--- src/rtl/seq_cfg.svh ---
// constants for the channel sequencer and clock tick counter
// assumes inclusion by bare name from rtl/ before any module that uses it
`ifndef SEQ_CFG_SVH
`define SEQ_CFG_SVH

// ==========================================================
// register map
`define REG_AW 6
`define ADDR_TICK 6'h08
`define ADDR_CH_BASE 6'h09
`define ADDR_CH_LAST 6'h18

// ==========================================================
// channel register fields and reset values
`define CH_ENABLE_BIT 23
`define CH_SETUP_MSB 22
`define CH_SETUP_LSB 20
`define CH0_RESET 24'h800100
`define CHM_RESET 24'h000100
// bit 18 always reserved, bit 19 reserved on channel zero only
`define CH0_WMASK 24'hF3FFFF
`define CHM_WMASK 24'hFBFFFF

// ==========================================================
// tick counter timing
`define TICK_DIV 131
`define TICK_W 8

`endif

--- src/rtl/seq_pkg.sv ---
// types shared by the channel sequencer and clock tick counter
// assumes seq_cfg.svh sits beside it
`include "seq_cfg.svh"

package seq_pkg;

  // ==========================================================
  // register access request from the serial port front end
  typedef struct packed {
    logic wr;
    logic rd;
    logic [`REG_AW-1:0] addr;
    logic [23:0] wdata;
  } reg_req_t;

  // ==========================================================
  // sequencer state
  typedef enum logic [0:0] {
    SEQ_IDLE,
    SEQ_RUN
  } seq_state_t;

endpackage

--- src/rtl/channel_sequencer_clock_counter.sv ---
// channel configuration registers, round-robin sequencer and clock tick counter
// assumes the serial port front end and converter run on clk and
// deliver one-cycle request and done pulses
`timescale 1ns/10ps
`include "seq_cfg.svh"

// Overview of operation
// - tick counter steps once every 131 main clock cycles
// - tick counter is 8 bits and wraps to zero silently
// - register 0x08 returns the running count only while counting is enabled
// - tick register is bits 7:0, read-only, zero after reset
// - channel register bit 23 puts the channel in the sequence
// - reset: channel zero 0x800100, all others 0x000100
// - sequence starts at lowest enabled channel, climbs, then wraps to lowest
// - on each result while the sequencer runs, the channel number goes into the status tag
// - bits 22:20 pick one of eight setups for the channel
// - several channels may share one setup select value
// - channel k register sits at 0x09 plus k, up to 0x18
module channel_sequencer_clock_counter #(
  parameter int NCH = 16,
  parameter int TICK_DIV = `TICK_DIV
) (
  // clock, reset, freeze
  input wire logic clk,
  input wire logic rst,
  input wire logic ce,
  // counter enable from the error enable register
  input wire logic tick_counter_enable,
  // register access
  input seq_pkg::reg_req_t reg_req,
  output logic [23:0] reg_rdata_q,
  output logic reg_rvalid_q,
  // converter handshake
  input wire logic seq_restart,
  input wire logic conv_done,
  // sequencer state
  output logic seq_busy_q,
  output logic [3:0] cur_chan_q,
  output logic [2:0] cur_setup_q,
  output logic [3:0] status_chan_q
);
  import seq_pkg::*;

  // ==========================================================
  // helpers
  function automatic logic [3:0] next_chan(input logic [NCH-1:0] mask, input logic [3:0] from);
    logic [3:0] res;
    logic found;
    logic [3:0] idx;
    res = from;
    found = 1'b0;
    for (int k = 1; k <= NCH; k++) begin
      idx = 4'(int'(from) + k);
      if (!found && mask[idx]) begin
        res = idx;
        found = 1'b1;
      end
    end
    return res;
  endfunction

  // searching from the top channel yields the lowest enabled one
  function automatic logic [3:0] lowest_chan(input logic [NCH-1:0] mask);
    return next_chan(mask, 4'(NCH - 1));
  endfunction

  function automatic logic [23:0] reset_val(input int k);
    return (k == 0) ? `CH0_RESET : `CHM_RESET;
  endfunction

  function automatic logic [23:0] wmask(input int k);
    return (k == 0) ? `CH0_WMASK : `CHM_WMASK;
  endfunction

  // ==========================================================
  // tick counter
  logic [`TICK_W-1:0] tick_count;

  tick_counter #(
    .DIV(TICK_DIV),
    .W(`TICK_W)
  ) i_tick_counter (
    .clk(clk),
    .rst(rst),
    .ce(ce),
    .enable(tick_counter_enable),
    .count_q(tick_count)
  );

  // ==========================================================
  // channel registers
  logic [NCH-1:0][23:0] cfg_q;
  logic [NCH-1:0] en_mask;
  logic ch_hit;
  logic [3:0] ch_idx;
  logic rsvd_any;

  assign ch_hit = (reg_req.addr >= `ADDR_CH_BASE) && (reg_req.addr <= `ADDR_CH_LAST);
  assign ch_idx = 4'(reg_req.addr - `ADDR_CH_BASE);

  always_comb begin
    for (int k = 0; k < NCH; k++) begin
      en_mask[k] = cfg_q[k][`CH_ENABLE_BIT];
    end
  end

  // reserved bits are masked on write, so any set bit here means a broken mask
  always_comb begin
    rsvd_any = 1'b0;
    for (int k = 0; k < NCH; k++) begin
      rsvd_any = rsvd_any | (|(cfg_q[k] & ~wmask(k)));
    end
  end

  // a write lands at the taking edge and returns no answer
  always_ff @(posedge clk) begin
    if (rst) begin
      for (int k = 0; k < NCH; k++) begin
        cfg_q[k] <= reset_val(k);
      end
    end else if (ce && reg_req.wr && ch_hit) begin
      // reserved bits stay zero whatever is written
      cfg_q[ch_idx] <= reg_req.wdata & wmask(int'(ch_idx));
    end
  end

  // ==========================================================
  // register read path; writes to the tick address fall through untouched
  always_ff @(posedge clk) begin
    if (rst) begin
      reg_rdata_q <= 24'h000000;
      reg_rvalid_q <= 1'b0;
    end else if (ce) begin
      reg_rvalid_q <= reg_req.rd;
      if (reg_req.rd) begin
        if (reg_req.addr == `ADDR_TICK) begin
          // counter is held at zero while disabled, so it reads zero then
          reg_rdata_q <= {16'h0000, tick_count};
        end else if (ch_hit) begin
          reg_rdata_q <= cfg_q[ch_idx];
        end else begin
          reg_rdata_q <= 24'h000000;
        end
      end
    end
  end

  // ==========================================================
  // sequencer
  seq_state_t state_q;

  always_ff @(posedge clk) begin
    if (rst) begin
      state_q <= SEQ_IDLE;
      cur_chan_q <= 4'h0;
    end else if (ce) begin
      case (state_q)
        SEQ_IDLE: begin
          if (seq_restart && |en_mask) begin
            state_q <= SEQ_RUN;
            cur_chan_q <= lowest_chan(en_mask);
          end
        end
        SEQ_RUN: begin
          if (!(|en_mask)) begin
            state_q <= SEQ_IDLE;
          end else if (seq_restart) begin
            cur_chan_q <= lowest_chan(en_mask);
          end else if (conv_done) begin
            // wraps past the top back to the lowest enabled channel
            cur_chan_q <= next_chan(en_mask, cur_chan_q);
          end
        end
        default: begin
          state_q <= SEQ_IDLE;
        end
      endcase
    end
  end

  // busy lags the state by one cycle so that it leaves straight from a flip-flop
  always_ff @(posedge clk) begin
    if (rst) begin
      seq_busy_q <= 1'b0;
    end else if (ce) begin
      seq_busy_q <= (state_q == SEQ_RUN);
    end
  end

  // setup select trails the channel by one cycle; the converter samples it at start
  always_ff @(posedge clk) begin
    if (rst) begin
      cur_setup_q <= 3'h0;
    end else if (ce) begin
      cur_setup_q <= cfg_q[cur_chan_q][`CH_SETUP_MSB:`CH_SETUP_LSB];
    end
  end

  // results strobed while idle are dropped: no channel owns them
  always_ff @(posedge clk) begin
    if (rst) begin
      status_chan_q <= 4'h0;
    end else if (ce && conv_done && state_q == SEQ_RUN) begin
      status_chan_q <= cur_chan_q;
    end
  end

  // ==========================================================
  // checks
  a_reset_values: assert property (@(posedge clk)
    rst |=> (cfg_q[0] == `CH0_RESET && cfg_q[NCH-1] == `CHM_RESET && en_mask == 16'h0001))
    else $error("channel registers not at reset values");
  a_tick_read: assert property (@(posedge clk) disable iff (rst)
    (ce && reg_req.rd && reg_req.addr == `ADDR_TICK) |=>
      (reg_rvalid_q && reg_rdata_q == {16'h0000, $past(tick_count)}))
    else $error("tick register read returned wrong value");
  a_tick_gated: assert property (@(posedge clk) disable iff (rst)
    (ce && reg_req.rd && reg_req.addr == `ADDR_TICK && !tick_counter_enable) ##1
      (ce && reg_req.rd && reg_req.addr == `ADDR_TICK) |=> (reg_rdata_q == 24'h000000))
    else $error("tick register nonzero while counting disabled");
  a_tick_readonly: assert property (@(posedge clk) disable iff (rst)
    (reg_req.wr && !ch_hit) |=> $stable(cfg_q))
    else $error("write outside channel range changed a register");
  a_cfg_write: assert property (@(posedge clk) disable iff (rst)
    (ce && reg_req.wr && ch_hit) |=> (cfg_q[$past(ch_idx)] == ($past(reg_req.wdata) & wmask(int'($past(ch_idx))))))
    else $error("channel register write not stored at decoded index");
  a_seq_advance: assert property (@(posedge clk) disable iff (rst)
    (ce && state_q == SEQ_RUN && conv_done && !seq_restart && |en_mask) |=>
      (cur_chan_q == next_chan($past(en_mask), $past(cur_chan_q)) && en_mask[cur_chan_q]))
    else $error("sequencer did not step to next enabled channel");
  a_seq_start_low: assert property (@(posedge clk) disable iff (rst)
    (ce && seq_restart && |en_mask) |=> (cur_chan_q == lowest_chan($past(en_mask)) && state_q == SEQ_RUN))
    else $error("sequence did not start at lowest enabled channel");
  a_status_tag: assert property (@(posedge clk) disable iff (rst)
    (ce && conv_done && state_q == SEQ_RUN) |=> (status_chan_q == $past(cur_chan_q)))
    else $error("status tag does not name the converted channel");
  a_setup_follow: assert property (@(posedge clk) disable iff (rst)
    (ce && $stable(cur_chan_q)) |=> (cur_setup_q == $past(cfg_q[cur_chan_q][`CH_SETUP_MSB:`CH_SETUP_LSB])))
    else $error("setup select does not follow channel register");
  a_disable_idle: assert property (@(posedge clk) disable iff (rst)
    (ce && state_q == SEQ_RUN && en_mask == '0) |=> (state_q == SEQ_IDLE) ##1 (!seq_busy_q || !$past(ce)))
    else $error("sequencer kept running with no channel enabled");

  // ==========================================================
  // sequencer ordering, partly checked without the search helpers
  a_idle_no_tag: assert property (@(posedge clk) disable iff (rst)
    (ce && state_q == SEQ_IDLE) |=> $stable(status_chan_q))
    else $error("status tag changed while the sequencer was idle");
  a_busy_idle: assert property (@(posedge clk) disable iff (rst)
    (ce && state_q == SEQ_IDLE) |=> !seq_busy_q)
    else $error("busy raised while the sequencer was idle");
  a_idle_hold: assert property (@(posedge clk) disable iff (rst)
    (ce && state_q == SEQ_IDLE && !(seq_restart && |en_mask)) |=>
      (state_q == SEQ_IDLE && $stable(cur_chan_q)))
    else $error("sequencer left idle without a restart");
  a_restart_wins: assert property (@(posedge clk) disable iff (rst)
    (ce && state_q == SEQ_RUN && seq_restart && conv_done && |en_mask) |=>
      (cur_chan_q == lowest_chan($past(en_mask))))
    else $error("result strobe overrode a restart");
  a_start_lowest: assert property (@(posedge clk) disable iff (rst)
    (ce && seq_restart && |en_mask && !reg_req.wr) |=>
      (en_mask[cur_chan_q] && (en_mask & ((NCH'(1) << cur_chan_q) - NCH'(1))) == '0))
    else $error("an enabled channel lies below the restart channel");

  // ==========================================================
  // bus and freeze: ce low must leave every register exactly as it was
  a_freeze_cfg: assert property (@(posedge clk) disable iff (rst)
    !ce |=> $stable(cfg_q))
    else $error("channel registers moved while clock enable was low");
  a_freeze_seq: assert property (@(posedge clk) disable iff (rst)
    !ce |=> ($stable(cur_chan_q) && $stable(status_chan_q) && $stable(seq_busy_q) && $stable(cur_setup_q)))
    else $error("sequencer outputs moved while clock enable was low");
  a_freeze_read: assert property (@(posedge clk) disable iff (rst)
    !ce |=> ($stable(reg_rvalid_q) && $stable(reg_rdata_q)))
    else $error("read port moved while clock enable was low");
  a_read_pulse: assert property (@(posedge clk) disable iff (rst)
    (ce && !reg_req.rd) |=> !reg_rvalid_q)
    else $error("read valid raised without a read request");
  a_read_unmapped: assert property (@(posedge clk) disable iff (rst)
    (ce && reg_req.rd && reg_req.addr != `ADDR_TICK && !ch_hit) |=> (reg_rdata_q == 24'h000000))
    else $error("unmapped address read back nonzero");
  a_cfg_read: assert property (@(posedge clk) disable iff (rst)
    (ce && reg_req.rd && ch_hit) |=> (reg_rdata_q == $past(cfg_q[ch_idx])))
    else $error("channel register read returned wrong word");
  a_reserved_zero: assert property (@(posedge clk) disable iff (rst)
    !rsvd_any)
    else $error("reserved channel register bit is set");

  // ==========================================================
  // tick register view
  a_tick_upper: assert property (@(posedge clk) disable iff (rst)
    (ce && reg_req.rd && reg_req.addr == `ADDR_TICK) |=> (reg_rdata_q[23:8] == 16'h0000))
    else $error("tick register read set bits above the count");

  c_seq_wrap: cover property (@(posedge clk) disable iff (rst)
    ce && conv_done && state_q == SEQ_RUN && next_chan(en_mask, cur_chan_q) < cur_chan_q);
  c_seq_restart: cover property (@(posedge clk) disable iff (rst)
    ce && seq_restart && state_q == SEQ_RUN);
  c_tick_readback: cover property (@(posedge clk) disable iff (rst)
    reg_rvalid_q && $past(reg_req.addr) == `ADDR_TICK && reg_rdata_q != 24'h000000);
  c_shared_setup: cover property (@(posedge clk) disable iff (rst)
    en_mask[0] && en_mask[1] && cfg_q[0][22:20] == cfg_q[1][22:20] && cfg_q[0][22:20] != 3'h0);

endmodule // channel_sequencer_clock_counter

--- src/rtl/tick_counter.sv ---
// main clock tick counter: prescaler plus wrapping count
// assumes clk is the main clock and enable comes from same-clock logic
`timescale 1ns/10ps
`include "seq_cfg.svh"

module tick_counter #(
  parameter int DIV = `TICK_DIV,
  parameter int W = `TICK_W
) (
  // clock and control
  input wire logic clk,
  input wire logic rst,
  input wire logic ce,
  input wire logic enable,
  // count
  output logic [W-1:0] count_q
);

  localparam int PW = $clog2(DIV);
  localparam logic [PW-1:0] PRE_LAST = PW'(DIV - 1);

  logic [PW-1:0] pre_q;
  logic tick;

  assign tick = (pre_q == PRE_LAST);

  // ==========================================================
  // prescaler
  always_ff @(posedge clk) begin
    if (rst) begin
      pre_q <= '0;
    end else if (ce) begin
      if (!enable || tick) begin
        pre_q <= '0;
      end else begin
        pre_q <= pre_q + 1'b1;
      end
    end
  end

  // ==========================================================
  // count: cleared while disabled so a fresh enable starts at zero
  always_ff @(posedge clk) begin
    if (rst) begin
      count_q <= '0;
    end else if (ce) begin
      if (!enable) begin
        count_q <= '0;
      end else if (tick) begin
        count_q <= count_q + 1'b1;
      end
    end
  end

  // ==========================================================
  // checks
  a_tick_step: assert property (@(posedge clk) disable iff (rst)
    (ce && enable && tick) |=> (count_q == W'($past(count_q) + 1)))
    else $error("tick count did not step after prescaler wrap");
  a_tick_hold: assert property (@(posedge clk) disable iff (rst)
    (enable && !(ce && tick)) |=> $stable(count_q))
    else $error("tick count moved between prescaler wraps");
  a_tick_wrap: assert property (@(posedge clk) disable iff (rst)
    (ce && enable && tick && count_q == '1) |=> (count_q == '0))
    else $error("tick count did not roll over to zero");
  a_tick_clear: assert property (@(posedge clk) disable iff (rst)
    (ce && !enable) |=> (count_q == '0 && pre_q == '0))
    else $error("tick count not cleared while disabled");
  c_tick_wrap: cover property (@(posedge clk) disable iff (rst)
    ce && enable && tick && count_q == '1);

endmodule // tick_counter

--- config.mk ---
export PLATFORM = sky130hd
export DESIGN_NAME = channel_sequencer_clock_counter
export DESIGN_NICKNAME = d
export VERILOG_FILES = /design/src/rtl/seq_pkg.sv /design/src/rtl/channel_sequencer_clock_counter.sv /design/src/rtl/tick_counter.sv
export VERILOG_INCLUDE_DIRS = /design/src /design/src/rtl
export SDC_FILE = /design/constraint.sdc
export NUM_CORES = 1
export LEC_CHECK = 0
export ABC_AREA = 0
export BUFFER_PORTS_ARGS = -buffer_cell sky130_fd_sc_hd__buf_2
export CORE_MARGIN = 10
export CORE_UTILIZATION = 45
export DETAILED_ROUTE_END_ITERATION = 10
export SLEW_MARGIN = 10
export SYNTH_ARGS = -nofsm -noshare
export SYNTH_HDL_FRONTEND = slang
export SYNTH_HIERARCHICAL = 1
export SYNTH_SLANG_ARGS = --single-unit
export TNS_END_PERCENT = 5
--- constraint.sdc ---
create_clock -name clk -period 13.9 [get_ports clk]
set_clock_uncertainty 0.2 [all_clocks]
set_input_delay 1.39 -clock clk [delete_from_list [all_inputs] [get_ports clk]]
set_output_delay 1.39 -clock clk [all_outputs]
set_load 0.005 [all_outputs]
==> run summary, run 1 <==
outcome - finished, violations left
failing checks - max-slew violations
vias per inst - 5.985
EDFF count, synth - 0
Seq pwr share - 47.1%
reg2reg start - cur_chan_q[1]
area share of the largest cell type after synthesis - 41.12%
Crit. End Element - flop
Worst IR Drop VDD - 86.99 uV
setup TNS - 0 ns
Worst Reg-to-Reg Cells - 11
initial core utilization - 45.36%
H-tree Lvls - 2
worst reg2reg setup slack - 8.20 ns
Antenna Violating Nets Remaining - 0
HPWL after DPL - 38900 um
post-synthesis mux area share - 19.55%
global-route wire length before repair - 101400 um
Die Width - 233.4 um
Post-Layout Cell Count - 2957
CORE AREA - 45190 um2
Post-Syn Nets - 2437
Main synth FF type - dfxtp_1
minimum clock period - 5.699 ns
largest stage delay on the critical path - 0.87 ns
Worst Max-Slew Pin Slew - 1.515 ns
clk buf depth - 3
Sequential Area - 8429 um2
Hold Fails Final Rpt - 0
area of the multi-input gates - 11240 um2
Total Power - 0.002582 W
WP data required - 14.16 ns
RSZ-0062 raised after global routing - false
max-slew violation count - 37
register area share after synthesis - 41.12%
Clk Latency, worst-skew pair - 0.55 ns
Num CTS Buffers - 44
WP buf/inv - 2
max frequency - 175.5 MHz
ys async rst share - 0%
fin area - 22600 um2
crit path capture - cur_chan_q[0]
number of global-route vias before repair - 16780
diode count - 0
Post-Synth XOR/XNOR Area - 0.9402%
antenna violations before repair - 3
DIE AREA - 54480 um2
IO Count - 75
Worst Setup Path Type - reg -> reg
main combinational cell family by area after synthesis - simple AND/OR/NAND/NOR gates
simple-gate share of the synthesized area - 19.70%
cell family with most CP delay - simple AND/OR/NAND/NOR gates
worst-path maximum fanout - 26
WL/cell - 22.48 um
dominant cells by area after synthesis - dfxtp_1 41%, mux4_2 17%, nand2_1 15%
violation count after the first detailed-route iteration - 2266
synthesized instance count - 2383
DRT Pass-1 Iters - 6
critical path startpoint - cur_chan_q[1]
Worst slew margin - -1.004%
post-CTS setup buffer count - 0
Ys Warns - 6
drc violations - 0
combinational share of power - 8.1%
Placer Congestion - 0.8807
CP Depth - 11
GRT overflow - 0
hold_buf cts - 0
Cells after DPL - 2879
Top cell by count, worst path - mux4_2
largest area contributor in the netlist - dfxtp_1
WL final - 66480 um
CP max stage cell - ha_1
die height - 233.4 um
min-delay worst type - reg -> reg
post-CTS sizing - 0
largest net degree at the start of global routing - 247
net switching fraction of the power - 24.31%
power share of the clock group - 44.8%
compound-gate portion of the synthesized area - 13.08%
R2R Path End - cur_chan_q[0]
share of layout cells above drive strength 1 - 16.04%
cell internal pwr - 0.001955 W
Synth Area per Inst - 8.600 um2
register bit total from synthesis - 421
Vias - 17700
Reg clk slew, reported paths - 0.06 ns
Tcrit/Tclk final - 41.00%
Area Growth Syn to Fin - 10.29%
Root Buffer - clkbuf_16
Cell Area, Synth - 20490 um2
GRT Util Overall - 24.05%
count of different cell masters after synthesis - 79
leakage power - 7.536 nW
Fillers - 4112
CP arrival - 5.96 ns
CTS tree - built
CP Cell Sequence - buf_4 > clkinv_1 > ha_1 > mux4_2 > mux4_2 > or3_4 > or4_4 > nor3_2 > nor4_1 > a21o_1 > a221oi_2
Synth Area in Adders - 0.9768%
Placed Area - 21180 um2
Max Cap Viol - 0
PortBufs - 72
switching power - 0.0006279 W
Final setup viols - 0
# rows - 78
Sinks on Clock Net - 421
CP Launch Type - flop
final-stage net count - 2379
total power divided by cell area - 114.3 nW/um2
==> cell type report <==
type                       instances  area share, %
multi-input combinational       1722          49.71
inverter                          25         0.4152
clock buffer                      70          5.890
timing repair buffer             111          3.017
tap                              600          3.321
sequential                       421          37.29
clock inverter                     8         0.3543
==> power by group through the flow <==
stage	clock, W	sequential (W)	combinational (W)
floorplan	0	0.00124	0.000152
global placement	0	0.00124	0.000205
detailed placement	0	0.00124	0.000206
CTS	0.00117	0.00122	0.000207
global route	0.00122	0.00122	0.000223
finish	0.00116	0.00122	0.000209
==> layer usage <==
layer | GRT usage (%) | share of wire (%)
met3 | 4.234 | 9.6
met1 | 33.22 | 42
met4 | 7.559 | 2.8
met2 | 37.71 | 46
met5 | 0 | 0.033
==> worst min path at each step <==
stage,start,to,slack [ns],cells after the start
finish,cfg_q[28],cfg_q[28],0.25,2
detailed placement,cfg_q[227],cfg_q[227],0.24,2
global route,cfg_q[291],cfg_q[291],0.27,2
global placement,cfg_q[341],cfg_q[341],0.24,2
floorplan,cfg_q[120],cfg_q[120],0.23,2
CTS,cfg_q[227],cfg_q[227],0.25,2
==> state kept, by name, summed over array words and instances, names as in the netlist <==
| name | cells |
|---|---|
| i_tick_counter/pre_q | 8 |
| cur_setup_q | 3 |
| seq_busy_q | 1 |
| cur_chan_q | 4 |
| i_tick_counter/count_q | 8 |
| reg_rdata_q | 23 |
| cfg_q | 368 |
| status_chan_q | 4 |
| state_q | 1 |
| reg_rvalid_q | 1 |
==> logic make-up (layout without fill, tap and decap cells) <==
group                    after synthesis  count (layout)
XOR/XNOR                              22              22
flip-flops                           421             421
buffers and inverters                240             214
other                                  1               1
AND/OR/NAND/NOR                      996             996
AO/OA/AOI/OAI                        484             484
multiplexers                         203             203
adder cells (fa/ha/maj)               16              16
==> through the flow <==
stage / hold slack (ns) / util [%] / setup WS, ns
after floorplan: 0.2331 / - / 8.787
after global placement: 0.2386 / 46.86 / 8.206
after detailed placement: 0.2437 / 46.86 / 8.227
after CTS: 0.2513 / 49.99 / 8.201
after global routing: 0.2686 / 50.02 / 8.010
final: 0.2512 / 50.02 / 8.201
==> cells in the final DEF (no fill, tap or decap), types with 3 or more instances in the layout <==
| cell | Yosys | layout |
|---|---|---|
| a211oi_1 | 3 | 3 |
| a21oi_1 | 379 | 379 |
| a221oi_1 | 9 | 9 |
| a22oi_1 | 18 | 18 |
| a31oi_1 | 6 | 6 |
| and2_1 | 7 | 7 |
| and3_1 | 3 | 3 |
| buf_2 | 3 | 70 |
| buf_4 | 2 | 38 |
| clkbuf_1 | 175 | 15 |
| clkbuf_16 | 0 | 46 |
| clkbuf_8 | 0 | 9 |
| clkinv_1 | 3 | 3 |
| clkinv_2 | 0 | 5 |
| dfxtp_1 | 421 | 420 |
| ha_1 | 16 | 15 |
| inv_1 | 20 | 20 |
| mux2_2 | 9 | 9 |
| mux2i_1 | 37 | 37 |
| mux4_2 | 154 | 154 |
| nand2_1 | 792 | 788 |
| nand2_2 | 0 | 4 |
| nand2b_1 | 7 | 7 |
| nand3_1 | 30 | 30 |
| nand4_1 | 11 | 11 |
| nor2_1 | 86 | 74 |
| nor2_2 | 0 | 11 |
| nor2b_1 | 6 | 6 |
| nor3_1 | 22 | 18 |
| nor3_2 | 1 | 3 |
| nor4_1 | 7 | 7 |
| o211ai_1 | 5 | 5 |
| o21ai_0 | 25 | 25 |
| o22ai_1 | 5 | 5 |
| o32ai_1 | 3 | 3 |
| or3_1 | 4 | 4 |
| or4_1 | 4 | 4 |
| xnor2_1 | 15 | 13 |
| xor2_1 | 7 | 7 |
==> synth_stat cells (all sizes together) (3+ instances only) <==
| library cell | count |
|---|---|
| mux2 | 9 |
| nand2 | 792 |
| clkinv | 3 |
| dfxtp | 421 |
| a211oi | 3 |
| nor2b | 6 |
| nand2b | 7 |
| or4 | 5 |
| a31oi | 6 |
| or3 | 5 |
| xor2 | 7 |
| and2 | 8 |
| and3 | 4 |
| a22oi | 18 |
| o211ai | 5 |
| a21oi | 380 |
| nor4 | 7 |
| a21boi | 3 |
| nand4 | 11 |
| nor2 | 86 |
| clkbuf | 175 |
| o22ai | 5 |
| nand3 | 31 |
| xnor2 | 15 |
| o21ai | 25 |
| nor3 | 23 |
| mux4 | 156 |
| o31ai | 3 |
| mux2i | 38 |
| inv | 22 |
| ha | 16 |
| o32ai | 3 |
| a221oi | 10 |
| buf | 40 |
==> worst register-to-register path: cells and delay by family, from the launching register on <==
kind	cells	cell delay [ns]
fa+ha+maj	1	0.87
buf+inv	2	0.90
compound gates	2	0.45
simple gates	4	1.56
flops	1	0.31
mux	2	1.31
Note: power is estimated with default switching activity, not from simulation.
==> inputs of run 2 (changes only) <==
==> constraint.sdc (replaced) <==
create_clock -name clk -period 5 [get_ports clk]
set_clock_uncertainty 0.2 [all_clocks]
set_input_delay 0.5 -clock clk [delete_from_list [all_inputs] [get_ports clk]]
set_output_delay 0.5 -clock clk [all_outputs]
set_load 0.005 [all_outputs]
==> run summary, run 2 (synthesis gave the netlist of run 1 again) <==
area of the multi-input gates - 11200 um2 (-0.28%)
Final setup viols - 0 (unchanged)
WP data required - 5.29 ns (-8.87 ns)
WL met1 - 28010 um (+0.63%)
Tcrit/Tclk final - 88.43% (+47 points)
GRT Util Overall - 24.16% (+0.11 points)
PortBufs - 72 (unchanged)
global-route wire length before repair - 102200 um (+0.75%)
max-slew violation count - 0 (-100%)
CORE AREA - 45190 um2 (unchanged)
minimum clock period - 4.421 ns (-1.277 ns)
share of layout cells above drive strength 1 - 17.16% (+1.1 points)
Placer Congestion - 0.9123 (+3.6%)
Worst slew margin - 21.49% (+22 points)
Root Buffer - clkbuf_16
die height - 233.4 um (unchanged)
Reg clk slew, reported paths - 0.07 ns (about the same)
CP arrival - 4.71 ns (-1.25 ns)
DR top layer - met5
post-CTS setup buffer count - 0 (unchanged)
Sequential Area - 8429 um2 (unchanged)
number of flip-flops in the largest register - 368 (unchanged)
RSZ-0062 raised after global routing - false
Hold Fails Final Rpt - 0 (unchanged)
Biggest register - cfg_q
CP Launch Type - flop
number of global-route vias before repair - 17020 (+1.4%)
leakage power - 7.710 nW (+2.3%)
largest net degree at the start of global routing - 210 (-15%)
IO Count - 75 (unchanged)
Num CTS Buffers - 45 (+2.3%)
Clk Latency, worst-skew pair - 0.58 ns (+0.03 ns)
Worst IR Drop VDD - 325.7 uV (+270%)
Die Width - 233.4 um (unchanged)
max frequency - 226.2 MHz (+29%)
Crit. End Element - flop
post-CTS sizing - 0 (unchanged)
GRT overflow - 0 (unchanged)
commonest non-fill, non-tap cell in the layout - nand2_1
WL met3 - 5499 um (-14%)
most frequent cells in the layout - 792 x nand2_1, 420 x dfxtp_1, 379 x a21oi_1
worst-path maximum fanout - 25 (-3.8%)
Sinks on Clock Net - 421 (unchanged)
violation count after the first detailed-route iteration - 1874 (-17%)
# rows - 78 (unchanged)
total power divided by cell area - 316.2 nW/um2 (+180%)
DRT Pass-1 Iters - 5 (-1)
clk buf depth - 3 (unchanged)
WL/cell - 22.32 um (-0.74%)
vias per inst - 5.938 (-0.79%)
H-tree Lvls - 2 (unchanged)
outcome - finished, final reports clean
Antenna Violating Nets Remaining - 0 (unchanged)
Area Growth Syn to Fin - 11.56%
met2 routed WL - 30920 um (+1.8%)
Worst Setup Path Type - reg -> reg
Fillers - 4152 (+0.97%)
Max Cap Viol - 0 (unchanged)
WHS - 0.05254 ns (-0.1986 ns)
antenna violations before repair - 2 (-1)
HPWL after DPL - 42570 um (+9.4%)
WL final - 66700 um (+0.33%)
setup TNS - 0 ns (unchanged)
initial core utilization - 45.36% (unchanged)
final-stage net count - 2414 (+1.5%)
min-delay worst type - in -> reg
diode count - 0 (unchanged)
CTS tree - built
Worst Max-Slew Pin Slew - 1.171 ns (-0.3439 ns)
hold_buf cts - 0 (unchanged)
Vias - 17750 (+0.29%)
biggest regs - cfg_q x368, reg_rdata_q x23
drc violations - 0 (unchanged)
DIE AREA - 54480 um2 (unchanged)
-- run 2: changes by cell type in the layout (fill, tap and decap cells not counted), moves of 4 or more --
cell      change
buf_12        +4
buf_4        +30
nand2_1       +4
clkbuf_1      -5
clkinv_2      +4
nand2_2       -4
-- run 2: cell type report --
class	count	share of cell area, %
Inverter	25	0.4104
Multi-Input combinational cell	1722	49.01
Tap cell	600	3.284
Clock buffer	64	5.681
Sequential cell	421	36.87
Clock inverter	12	0.4323
Timing Repair Buffer	145	4.318
-- run 2: worst paths after layout --
| kind | slack (ns) | start | cells past startpoint | to |
|---|---|---|---|---|
| worst max-delay path | 0.58 | cur_chan_q[1] | 11 | cur_chan_q[0] |
| worst min-delay path | 0.05 | tick_counter_enable | 3 | i_tick_counter/count_q[2] |
| worst max register to register | 0.58 | cur_chan_q[1] | 11 | cur_chan_q[0] |
| worst min register to register | 0.25 | cfg_q[228] | 2 | cfg_q[228] |
-- run 2: critical path, cell delays in order, from the launching register on --
cell and delay, ns:
dfxtp_1 0.38, buf_4 0.41, ha_1 0.26, a21oi_1 0.08, xnor2_1 0.39, mux4_2 0.67
or3_4 0.39, or4_4 0.61, nor3_2 0.32, nor4_1 0.13, a21o_1 0.22, a221oi_2 0.23
-- run 2: report_power, final --
part | internal [W] | switching, W | total (W)
registers | 0.00337 | 0.0000123 | 0.00338
clock network | 0.00185 | 0.00140 | 0.00325
logic | 0.000197 | 0.000397 | 0.000593
-- run 2: routing by layer --
| metal | GRT usage, % | vias to the layer above |
|---|---|---|
| met3 | 3.798 | 137 |
| li1 | - | 8187 |
| met1 | 32.67 | 8722 |
| met2 | 38.18 | 699 |
| met5 | 0 | - |
| met4 | 9.534 | 4 |
-- run 2: stage by stage --
| stage | cells | utilization, % | total power (W) | worst slack, ns | area (um2) |
|---|---|---|---|---|---|
| 2_1_floorplan | 2383 | - | 0.003878 | 0.2493 | 20490 |
| 3_5_place_dp | 2913 | 47.51 | 0.004047 | 0.5886 | 21470 |
| 5_1_grt | 2989 | 50.60 | 0.007422 | 0.4105 | 22860 |
| 4_1_cts | 2989 | 50.60 | 0.007263 | 0.5769 | 22860 |
| 6_report | 2989 | 50.60 | 0.007228 | 0.5785 | 22860 |
| 3_3_place_gp | 2913 | 47.51 | 0.004043 | 0.6949 | 21470 |
==> inputs of run 3 (changes only) <==
--- a/config.mk
+++ b/config.mk
@@ -8,6 +8,7 @@
 export LEC_CHECK = 0
 export ABC_AREA = 0
 export BUFFER_PORTS_ARGS = -buffer_cell sky130_fd_sc_hd__buf_2
+export CORE_ASPECT_RATIO = 1.75
 export CORE_MARGIN = 10
 export CORE_UTILIZATION = 45
 export DETAILED_ROUTE_END_ITERATION = 10
==> run summary, run 3 (synthesis gave the netlist of run 1 again) <==
post-CTS sizing - 0 (unchanged)
Antenna Violating Nets Remaining - 0 (unchanged)
drc violations - 0 (unchanged)
die height - 302.3 um (+30%)
H-tree Lvls - 2 (unchanged)
WP data required - 5.20 ns (-0.09 ns)
RSZ-0062 raised after global routing - false
Clk Latency, worst-skew pair - 0.55 ns (-0.03 ns)
Vias - 17770 (+0.11%)
Hold Fails Final Rpt - 0 (unchanged)
Placer Congestion - 1.021 (+12%)
Top cell by count, worst path - mux4_2
Crit. End Element - flop
max frequency - 222.3 MHz (-1.7%)
most frequent cells in the layout - 791 x nand2_1, 420 x dfxtp_1, 379 x a21oi_1
CP max stage cell - mux4_2
GRT Util Overall - 25.26% (+1.1 points)
commonest non-fill, non-tap cell in the layout - nand2_1
DIE AREA - 54820 um2 (+0.62%)
Area Growth Syn to Fin - 11.91%
number of flip-flops in the largest register - 368 (unchanged)
final core utilization - 50.85% (+0.25 points)
min-delay worst type - in -> reg
Worst slew margin - 32.59% (+11 points)
Worst Max-Slew Pin Slew - 1.004 ns (-0.1672 ns)
share of layout cells above drive strength 1 - 17.33% (+0.17 points)
global-route wire length before repair - 107600 um (+5.3%)
worst-path maximum fanout - 9 (-64%)
CORE AREA - 45110 um2 (-0.18%)
WL/cell - 24.07 um (+7.9%)
WL final - 71620 um (+7.4%)
M3 GR Usage - 3.002% (-0.80 points)
Worst Setup Path Type - reg -> reg
CTS tree - built
cell family with most CP delay - multiplexers
Worst IR Drop VDD - 216.8 uV (-33%)
leakage power - 7.742 nW (+0.41%)
vias per inst - 5.973 (+0.58%)
# rows - 103 (+32%)
Max Cap Viol - 0 (unchanged)
CP arrival - 4.70 ns (about the same)
initial core utilization - 45.44% (+0.081 points)
largest net degree at the start of global routing - 160 (-24%)
clk buf depth - 3 (unchanged)
CP Launch Type - flop
setup TNS - 0 ns (unchanged)
minimum clock period - 4.498 ns (+0.07650 ns)
WP buf/inv - 1 (unchanged)
CP Cell Sequence - clkinv_1 > ha_1 > mux4_2 > mux4_2 > or3_4 > or4_4 > o31ai_4 > a21oi_2 > a211o_1 > o21ai_0
Fillers - 4279 (+3.1%)
GRT overflow - 0 (unchanged)
final-stage net count - 2413 (-0.041%)
PortBufs - 72 (unchanged)
gr busiest metal - met2
Total Power - 0.007164 W (-0.89%)
number of global-route vias before repair - 17330 (+1.8%)
hold_buf cts - 0 (unchanged)
met1 Use GR - 26.35% (-6.3 points)
Tcrit/Tclk final - 89.96% (+1.5 points)
biggest regs - cfg_q x368, reg_rdata_q x23
post-CTS setup buffer count - 0 (unchanged)
IO Count - 75 (unchanged)
Final setup viols - 0 (unchanged)
Biggest register - cfg_q
outcome - finished, final reports clean
Die Width - 181.3 um (-22%)
largest stage delay on the critical path - 0.64 ns (-0.03 ns)
Sinks on Clock Net - 421 (unchanged)
max-slew violation count - 0 (unchanged)
Num CTS Buffers - 39 (-13%)
antenna violations before repair - 11 (+9)
violation count after the first detailed-route iteration - 1671 (-11%)
Root Buffer - clkbuf_16
total power divided by cell area - 312.4 nW/um2 (-1.2%)
HPWL after DPL - 46860 um (+10%)
GR Util met2 - 46.64% (+8.5 points)
DRT Pass-1 Iters - 6 (+1)
Reg clk slew, reported paths - 0.07 ns (about the same)
[run 3: cell types whose count changed in the layout (fill, tap and decap cells not counted), moves of 3 or more]
cell       previous run  this run
clkbuf_1             10         6
diode_2               0         9
buf_12                5        12
clkbuf_8              8        13
clkbuf_16            46        40
clkinv_2              9         6
[run 3: final cells by class]
class                   count  area [um2]  area share [%]
well taps                 577       721.9           3.148
multi-input cells        1722       11200           48.84
diodes                      9       22.52         0.09819
repair buffers            150        1112           4.850
clock buffers              59        1202           5.242
inverters                  25       93.84          0.4091
flip-flops and latches    421        8429           36.75
clock inverters            12       152.6          0.6655
[run 3: worst paths after layout]
| check | startpoint | to | slack, ns | cells after the start |
|---|---|---|---|---|
| setup / recovery | cur_chan_q[1] | cur_chan_q[2] | 0.50 | 10 |
| hold / removal | tick_counter_enable | i_tick_counter/count_q[2] | 0.1 | 3 |
| setup reg to reg | cur_chan_q[1] | cur_chan_q[2] | 0.50 | 10 |
| hold reg to reg | cfg_q[133] | cfg_q[133] | 0.25 | 2 |
[run 3: tightest hold or removal path, cell delays in order]
cell	delay [ns]
buf_2	0.14
nand2_1	0.07
a311oi_1	0.08
[run 3: report_power, final]
part	switching (W)	total (W)	internal [W]
sequential	0.0000116	0.00338	0.00337
combinational	0.000419	0.000624	0.000205
clock	0.00134	0.00316	0.00182
total	0.00177	0.00716	0.00540
[run 3: routing by layer]
layer | wire (um) | vias up
li1 | - | 8194
met1 | 24570 | 8659
met2 | 38080 | 719
met3 | 4282 | 197
met4 | 4689 | 0
met5 | 0 | -
[run 3: through the flow]
stage          hold slack (ns)  instances  setup WS, ns  instance area, um2
2_1_floorplan           0.2331       2383        0.2493               20490
3_3_place_gp            0.2383       2895        0.5442               21560
3_5_place_dp            0.2450       2895        0.5852               21560
4_1_cts                0.07645       2966        0.5344               22910
5_1_grt                 0.1251       2975        0.3074               22940
6_report               0.09564       2975        0.5020               22940
